===== src/core/tccv_pkg.sv =====
package tccv_pkg;
  localparam int ADDR_W = 8;
  localparam int DATA_W = 32;
  localparam int VAL_W = 16;
  localparam int NUM_CH = 3;
  // Register byte offsets
  localparam logic [7:0] CH1_OFF = 8'h38;
  localparam logic [7:0] CH2_OFF = 8'h3c;
  localparam logic [7:0] CH3_OFF = 8'h40;
  localparam logic [7:0] STAT_OFF = 8'h80;
  // Reset values
  localparam logic [15:0] VAL_RST = 16'h0000;
  localparam logic [2:0] FLAG_RST = 3'h0;
  localparam logic [31:0] RDATA_RST = 32'h0000_0000;
  // Status field positions
  localparam int STAT_MATCH_LSB = 0;
  localparam int STAT_OVCAP_LSB = 4;
  typedef enum logic {
    TCCV_MODE_OUT = 1'b0,
    TCCV_MODE_IN = 1'b1
  } tccv_mode_e;
endpackage


===== src/core/tccv_chan_if.sv =====
`timescale 1ns/10ps
interface tccv_chan_if;
  logic wr_val;
  logic [15:0] wr_data;
  logic rd_val;
  logic [15:0] value;
  logic [15:0] active;
  logic match_pulse;
  logic overcap_pulse;
  modport top (output wr_val, output wr_data, output rd_val, input value, input active, input match_pulse,
    input overcap_pulse);
  modport chan (input wr_val, input wr_data, input rd_val, output value, output active, output match_pulse,
    output overcap_pulse);
endinterface


===== src/core/tccv_chan.sv =====
`timescale 1ns/10ps
module tccv_chan (
  input wire logic ref_clk, // Timer clock
  input wire logic rst, // Synchronous reset, active high
  input wire logic [15:0] counter_val, // Running counter
  input wire logic capture_evt, // Capture event, one cycle
  input wire logic update_evt, // Update event, one cycle
  input wire logic mode_in, // 1: input mode, 0: output mode
  input wire logic shadow_en, // Shadow buffering enable
  tccv_chan_if.chan bus // Register side
);
  logic [15:0] value_reg;
  logic [15:0] value_next;
  logic [15:0] active_reg;
  logic [15:0] counter_reg;
  logic pending_reg;
  logic match_reg;
  logic overcap_reg;

  always_comb
  begin
    value_next = value_reg;
    if (mode_in == tccv_pkg::TCCV_MODE_IN && capture_evt)
      value_next = counter_val;
    else if (mode_in == tccv_pkg::TCCV_MODE_OUT && bus.wr_val)
      value_next = bus.wr_data;
  end

  // Software field; writes in input mode are ignored and leave it unchanged
  always_ff @(posedge ref_clk)
  begin
    if (rst)
      value_reg <= tccv_pkg::VAL_RST;
    else
      value_reg <= value_next;
  end

  // Compare value in use: at once without shadow, on update with it
  always_ff @(posedge ref_clk)
  begin
    if (rst)
      active_reg <= tccv_pkg::VAL_RST;
    else if (mode_in == tccv_pkg::TCCV_MODE_OUT && (!shadow_en || update_evt))
      active_reg <= value_next;
  end

  // Unread capture tracking; a new capture beats a read in the same cycle
  always_ff @(posedge ref_clk)
  begin
    if (rst)
    begin
      pending_reg <= 1'b0;
      overcap_reg <= 1'b0;
    end
    else
    begin
      overcap_reg <= mode_in && capture_evt && pending_reg && !bus.rd_val;
      if (mode_in && capture_evt)
        pending_reg <= 1'b1;
      else if (bus.rd_val)
        pending_reg <= 1'b0;
    end
  end

  // One pulse when the counter arrives at the compare value
  always_ff @(posedge ref_clk)
  begin
    if (rst)
    begin
      counter_reg <= tccv_pkg::VAL_RST;
      match_reg <= 1'b0;
    end
    else
    begin
      counter_reg <= counter_val;
      match_reg <= !mode_in && counter_val == active_reg && counter_val != counter_reg;
    end
  end

  assign bus.value = value_reg;
  assign bus.active = active_reg;
  assign bus.match_pulse = match_reg;
  assign bus.overcap_pulse = overcap_reg;
endmodule // tccv_chan


===== src/core/tccv_top.sv =====
// The implementer's own choice: the strobed register port.
`timescale 1ns/10ps
module tccv_top (
  input wire logic ref_clk, // Timer clock, 100 MHz
  input wire logic rst, // Synchronous reset, active high
  input wire logic [7:0] reg_addr, // Register byte address
  input wire logic [31:0] reg_wdata, // Write data
  input wire logic reg_wr, // Write strobe
  input wire logic reg_rd, // Read strobe
  output logic [31:0] reg_rdata, // Read data, cycle after strobe
  input wire logic [15:0] counter_val, // Running counter value
  input wire logic [2:0] capture_evt, // Capture event per channel
  input wire logic update_evt, // Update event
  input wire logic [2:0] chan_input_mode, // Per channel: 1 input, 0 output
  input wire logic [2:0] shadow_en, // Per channel shadow enable
  output logic [2:0] compare_match, // Compare match pulse per channel
  output logic [15:0] chan_one_match_value, // Active compare value, channel 1
  output logic [15:0] chan_two_match_value, // Active compare value, channel 2
  output logic [15:0] chan_three_match_value // Active compare value, channel 3
);
  logic [2:0] sel_ch;
  logic sel_stat;
  logic [2:0] match_flag_reg;
  logic [2:0] match_flag_next;
  logic [2:0] ovcap_flag_reg;
  logic [2:0] ovcap_flag_next;
  logic [2:0] match_evt;
  logic [2:0] ovcap_evt;
  logic [2:0] clr_match;
  logic [2:0] clr_ovcap;
  logic [31:0] rdata_reg;
  logic [31:0] rdata_next;
  logic [15:0] chan_value [3];
  logic [15:0] chan_active [3];

  tccv_chan_if chan_bus [3] ();

  // Address decode
  always_comb
  begin
    sel_ch[0] = reg_addr == tccv_pkg::CH1_OFF;
    sel_ch[1] = reg_addr == tccv_pkg::CH2_OFF;
    sel_ch[2] = reg_addr == tccv_pkg::CH3_OFF;
    sel_stat = reg_addr == tccv_pkg::STAT_OFF;
  end

  genvar gi;
  generate
    for (gi = 0; gi < 3; gi++)
    begin : g_ch
      assign chan_bus[gi].wr_val = reg_wr && sel_ch[gi];
      assign chan_bus[gi].wr_data = reg_wdata[15:0];
      assign chan_bus[gi].rd_val = reg_rd && sel_ch[gi];
      assign chan_value[gi] = chan_bus[gi].value;
      assign chan_active[gi] = chan_bus[gi].active;
      assign match_evt[gi] = chan_bus[gi].match_pulse;
      assign ovcap_evt[gi] = chan_bus[gi].overcap_pulse;

      tccv_chan u_chan (
        .ref_clk(ref_clk),
        .rst(rst),
        .counter_val(counter_val),
        .capture_evt(capture_evt[gi]),
        .update_evt(update_evt),
        .mode_in(chan_input_mode[gi]),
        .shadow_en(shadow_en[gi]),
        .bus(chan_bus[gi])
      );
    end
  endgenerate

  // Write one to clear; a new event in the same cycle keeps the flag set
  always_comb
  begin
    clr_match = (reg_wr && sel_stat) ? reg_wdata[tccv_pkg::STAT_MATCH_LSB +: 3] : 3'h0;
    clr_ovcap = (reg_wr && sel_stat) ? reg_wdata[tccv_pkg::STAT_OVCAP_LSB +: 3] : 3'h0;
    match_flag_next = (match_flag_reg & ~clr_match) | match_evt;
    ovcap_flag_next = (ovcap_flag_reg & ~clr_ovcap) | ovcap_evt;
  end

  always_ff @(posedge ref_clk)
  begin
    if (rst)
    begin
      match_flag_reg <= tccv_pkg::FLAG_RST;
      ovcap_flag_reg <= tccv_pkg::FLAG_RST;
    end
    else
    begin
      match_flag_reg <= match_flag_next;
      ovcap_flag_reg <= ovcap_flag_next;
    end
  end

  // Read mux; unmapped addresses read zero
  always_comb
  begin
    rdata_next = tccv_pkg::RDATA_RST;
    if (sel_ch[0])
      rdata_next = {16'h0000, chan_value[0]};
    else if (sel_ch[1])
      rdata_next = {16'h0000, chan_value[1]};
    else if (sel_ch[2])
      rdata_next = {16'h0000, chan_value[2]};
    else if (sel_stat)
    begin
      rdata_next[tccv_pkg::STAT_MATCH_LSB +: 3] = match_flag_reg;
      rdata_next[tccv_pkg::STAT_OVCAP_LSB +: 3] = ovcap_flag_reg;
    end
  end

  // Read data stands only in the cycle after the strobe
  always_ff @(posedge ref_clk)
  begin
    if (rst)
      rdata_reg <= tccv_pkg::RDATA_RST;
    else if (reg_rd)
      rdata_reg <= rdata_next;
    else
      rdata_reg <= tccv_pkg::RDATA_RST;
  end

  assign reg_rdata = rdata_reg;
  assign compare_match = match_evt;
  assign chan_one_match_value = chan_active[0];
  assign chan_two_match_value = chan_active[1];
  assign chan_three_match_value = chan_active[2];
endmodule // tccv_top


===== config.mk =====
export PLATFORM = sky130hd
export DESIGN_NAME = tccv_top
export DESIGN_NICKNAME = d
export VERILOG_FILES = /design/src/core/tccv_pkg.sv /design/src/core/tccv_chan_if.sv /design/src/core/tccv_chan.sv /design/src/core/tccv_top.sv
export SDC_FILE = /design/constraint.sdc
export NUM_CORES = 1
export LEC_CHECK = 0
export BUFFER_PORTS_ARGS = -buffer_cell sky130_fd_sc_hd__buf_2
export CAP_MARGIN = 20
export CORE_MARGIN = 2
export CORE_UTILIZATION = 51
export CTS_CLUSTER_DIAMETER = 120
export DETAILED_ROUTE_END_ITERATION = 7
export PLACE_DENSITY_LB_ADDON = 0.08
export SLEW_MARGIN = 15
export SYNTH_ARGS = -nofsm -noshare
export SYNTH_HDL_FRONTEND = slang
export SYNTH_HIERARCHICAL = 1
export SYNTH_SLANG_ARGS = --single-unit

===== constraint.sdc =====
create_clock -name ref_clk -period 1.8 [get_ports ref_clk]
set_input_delay 0.09 -clock ref_clk [delete_from_list [all_inputs] [get_ports ref_clk]]
set_output_delay 0.09 -clock ref_clk [all_outputs]
set_load 0.01 [all_outputs]

After elaboration in Yosys (flattened, before gate mapping)
Index checks and enable logic that the tools add are counted.
- $lt $le $gt $ge: 0
- multipliers: 0
- shifts and indexed selects: 0
- equality and inequality tests: 8
- muxes and demuxes: 22
- bitwise operators: 10
- reduce and logical (&&, ||, !) cells: 45
- divide/modulo/power cells: 0
- add/sub/neg operators: 0
- operators with widths (kind ; count):
    16-bit 2-to-1 mux ; 8
    16-bit == test ; 3
    1-bit logical AND ; 28
    3-bit 2-to-1 mux ; 6
    8-bit by 6-bit == test with 1-bit output (second input constant) ; 2
    16-bit inequality test ; 1
    1-bit zero test ; 9
    9-bit 2-to-1 mux ; 1
    8-bit by 7-bit == test with 1-bit output (second input constant) ; 1
    8-bit == test (second input constant) ; 1
    1-bit 2-to-1 mux ; 7
    3-bit bitwise AND ; 2
    3-bit NOT ; 2
    3-bit bitwise OR ; 2
    2-bit nonzero test ; 3
    1-bit NOT ; 4
    4-bit OR reduction ; 1
    1-bit logical OR ; 3
    2-bit OR reduction ; 1
- bits in read-only memories: 0
- memories: 0
- input bits: 70
- bits in latches: 0
- register bits: 159
- memory bits (writable): 0
- word-level logic and storage cells: 105

Longest topological paths before layout
- word-level depth: 6
- mapped depth: 11

Cells and area by module
Netlist, hierarchy kept.
- modules (own cells, without submodules) (module ; cells each ; area an instance (um2) ; instances ; sequential area each (um2)):
    tccv_chan ; 215 ; 2179.6 ; 3 ; 1021.0
    tccv_top ; 188 ; 1495.2 ; 1 ; 440.4

Worst setup path after synthesis
Ideal clock, no wire load.
- kind: input port to flip-flop
- from: input port reg_addr[1]
- to: register g_ch[0].u_chan.active_reg[4]
- path buffers: 4
- library setup time: 80 ps
- stages on the path: 11
- arrival: 1914 ps
- path slack: -195 ps
- cells stage by stage: or3_1 -> buf_2 -> nor3_4 -> buf_4 -> and2_1 -> nor2b_1 -> buf_6 -> buf_2 -> a32o_1 -> a21oi_2 -> a211oi_2
- longest elaborated chain between the ends: 5
- ends and longest elaborated chain (item ; line ; RTL):
    from (decl) ; tccv_top.sv:6 ; input wire logic [7:0] reg_addr,
    8-bit by 6-bit == test with 1-bit output ; tccv_top.sv:41 ; sel_ch[0] = reg_addr == tccv_pkg::CH1_OFF;
    1-bit logical AND ; tccv_top.sv:51 ; assign chan_bus[gi].wr_val = reg_wr && sel_ch[gi];
    named net chan_bus[0].wr_val ; tccv_chan_if.sv:3 ; logic wr_val;
    1-bit logical AND ; tccv_chan.sv:25 ; else if (mode_in == tccv_pkg::TCCV_MODE_OUT && bus.wr_val)
    16-bit 2-to-1 mux ; tccv_chan.sv:25 ;
    16-bit 2-to-1 mux ; tccv_chan.sv:23 ; if (mode_in == tccv_pkg::TCCV_MODE_IN && capture_evt)
    to (signal assigned) ; tccv_chan.sv:42 ; active_reg <= tccv_pkg::VAL_RST;
    to (signal assigned) ; tccv_chan.sv:44 ; active_reg <= value_next;
    to (decl) ; tccv_chan.sv:14 ; logic [15:0] active_reg;
The timed path passes the listed nets, and every way through them passes these cells.
A chain may end at the register's enable or synchronous reset.

Final worst setup path
- from: input port reg_addr[7]
- to: register g_ch[1].u_chan.active_reg[5]
- longest elaborated chain between the ends: 5
- ends and longest elaborated chain (item ; line ; RTL):
    8-bit by 6-bit == test with 1-bit output ; tccv_top.sv:42 ; sel_ch[1] = reg_addr == tccv_pkg::CH2_OFF;
    1-bit logical AND ; tccv_top.sv:51 ;
    named net chan_bus[1].wr_val ; tccv_chan_if.sv:3 ;
    1-bit logical AND ; tccv_chan.sv:25 ;
    16-bit 2-to-1 mux ; tccv_chan.sv:25 ;
    16-bit 2-to-1 mux ; tccv_chan.sv:23 ;
    to (signal assigned) ; tccv_chan.sv:42 ;
    to (signal assigned) ; tccv_chan.sv:44 ;
    to (decl) ; tccv_chan.sv:14 ;
The timed path passes the listed nets, and every way through them passes these cells.

==> out/results.txt <==
post-synth cell types - 43
most frequent cell after synthesis - dfxtp_1
peak supply drop - 0.000673 V
unrepaired setup endpoints after global routing - no
Initial DRT Pass Iterations - 5
most used cell, CP - buf_4
status - finished clean
Crit Path Category - in2reg
Routed Antenna Nets - 0
Worst Tran Pin Value - 0.653 ns
predominant post-synthesis flop cell - dfxtp_1
GRT Overall Usage - 30.3%
Final Util - 62.2%
TritonCTS clock tree - built
Post-synth top cells - dfxtp_1, nor2_1, xnor2_1
Worst Skew - 0.00870 ns
Leakage - 3.74 nW
Max Freq - 600 MHz
clock root buffer master - clkbuf_16
final hold violation count - 0
PwrDens - 991 mW/mm2
Fin Setup TNS - 0 ns
CP required - 2.10 ns
met3 Use GR - 5.99%
CP Capture Type - flip-flop
slew margin rel. - 56.4%
area leader, netlist - dfxtp_1
worst-path cell chain - buf_2 > or3_1 > nor2_1 > and3_1 > nor2b_1 > buf_4 > a21oi_4 > buf_4 > a21oi_2 > a211oi_2
asr flop ratio synth - 0%
Worst Path Max Fanout - 17
number of fill cells - 1364
vias in the first global route - 6402
share of layout cells above drive strength 1 - 28.4%
Die Span Y - 130 um
top cells by area, synth - dfxtp_1, xnor2_1, a32o_1, a211oi_2, nor2_1
Longest Clk Path Bufs - 2
max cap viols - 0
die area - 0.0168 mm2
cts hold-fix bufs - 0
vias per cell - 5.84
Min Clock Period, post-route - 1.67 ns
worst path arrival time - 1.97 ns
Ant. Diodes - 0
Worst path slowest cell - or3_1
detailed router's first-iteration violation count - 666
register area share after synthesis - 43.6%
syn_area_per_cell - 9.64 um2
DR vias - 6798
synthesized instance count - 833
# Post-CTS Setup Buffers - 0
top cell type's share of synthesized area - 43.6%
total wire length - 25100 um
drt wl/cell - 21.5 um
antenna violations before repair - 0
r2r setup slk - 0.54 ns
Ports - 153
Synth Register Bits - 175
# resized after CTS - 0
synthesized area - 0.00803 mm2
GRT busiest layer - met2
Reg clk slew, reported paths - 0.07 ns
final setup vio count - 0
Initial Util - 52.5%
synth warn - 6
number of synthesized flops with an enable pin - 0
Pins Over Slew Limit - 0
Die X - 130 um
global-route track usage on met2 - 47.4%
final std cells w/o fill - 1164
GR Util met1 - 42.0%
core area - 0.0153 mm2
clk sinks - 175
largest stage delay on the critical path - 0.45 ns
final period utilization - 92.6%
first-pass GRT wire length - 37500 um
Critical Path Source Type - input port
gr ovfl total - 0
DRC violations left - 0
final worst hold slack - 0.0281 ns
largest net degree at the start of global routing - 70
RePlAce Congestion - 0.934
number of CTS-inserted buffers - 17
Synth-to-Final Area Change - 18.6%
Hold Crit Class - in2reg
Clock Latency Late Sink - 0.43 ns
placed cells - 1128
row cnt - 45
Port Buffer Count - 120
post-DP HPWL - 17700 um
final net count - 1010
H-tree depth - 4
-- metrics by stage --
stage          setup slack [ns]  total power, mW  instance area (um2)
2_1_floorplan           -0.0816             5.08                 8210
3_3_place_gp             -0.210             5.52                 8860
3_5_place_dp             -0.329             5.56                 8860
4_1_cts                   0.115             9.48                 9490
5_1_grt                  0.0435             9.79                 9530
6_report                  0.133             9.45                 9530
-- layout make-up --
cell class | instances | area, um2 | share of cell area [%]
Sequential cell | 175 | 3500 | 36.8
Inverter | 19 | 71.3 | 0.748
Tap cell | 211 | 264 | 2.77
Timing Repair Buffer | 158 | 926 | 9.71
Multi-Input combinational cell | 569 | 4140 | 43.4
Clock inverter | 14 | 203 | 2.13
Clock buffer | 18 | 429 | 4.50
-- cell usage in the layout (no fill, tap or decap), types with 9 or more instances in the layout --
cell type / instances
nor3_1: 9
nor2b_1: 51
nand2_1: 9
a32o_2: 10
clkbuf_16: 17
buf_4: 36
nand3_1: 25
xor2_1: 39
buf_2: 119
a32o_1: 38
a21oi_1: 27
conb_1: 16
a211oi_1: 18
nand2b_1: 16
a21oi_2: 23
nor2_1: 97
a21oi_4: 13
a221oi_1: 9
nand4_1: 31
inv_1: 19
nor4_1: 12
a211oi_2: 30
dfxtp_1: 175
xnor2_1: 57
-- logic make-up (layout without fill, tap and decap cells) --
group	Yosys count	after routing	synth area share [%]
other cells	1	16	0.0467
buf+inv	104	209	6.88
compound gates	187	187	21.1
xor+xnor	96	96	10.5
flops	175	175	43.6
simple gates	270	270	17.9
-- metal layers --
layer  vias up  share of wire [%]  wire (um)
li1       3142                  -          -
met1      3295                 44      11000
met2       327                 46      11500
met3        34                8.0       1990
met4         0                2.2        558
met5         -                  0          0
-- worst paths after layout --
path,cells after the start,start,end
setup / recovery,10,reg_addr[7],g_ch[1].u_chan/bus.active[5]
hold / removal,2,rst,g_ch[0].u_chan/bus.value[10]
setup reg to reg,4,g_ch[1].u_chan/counter_reg[10],g_ch[1].u_chan/bus.match_pulse
hold reg to reg,2,g_ch[2].u_chan/bus.overcap_pulse,ovcap_flag_reg[2]
-- critical path, delay by kind of cell --
family / cells / cell delay (ns)
compound gates: 3 / 0.36
simple gates: 4 / 0.95
buf+inv: 3 / 0.55
-- report_power, final --
part / switching [mW] / internal [mW] / leakage [nW]
Clock: 1.60 / 2.35 / 0.300
Combinational: 0.790 / 0.498 / 2.00
Sequential: 0.146 / 4.07 / 1.44
(Power assumes the default switching activity.)
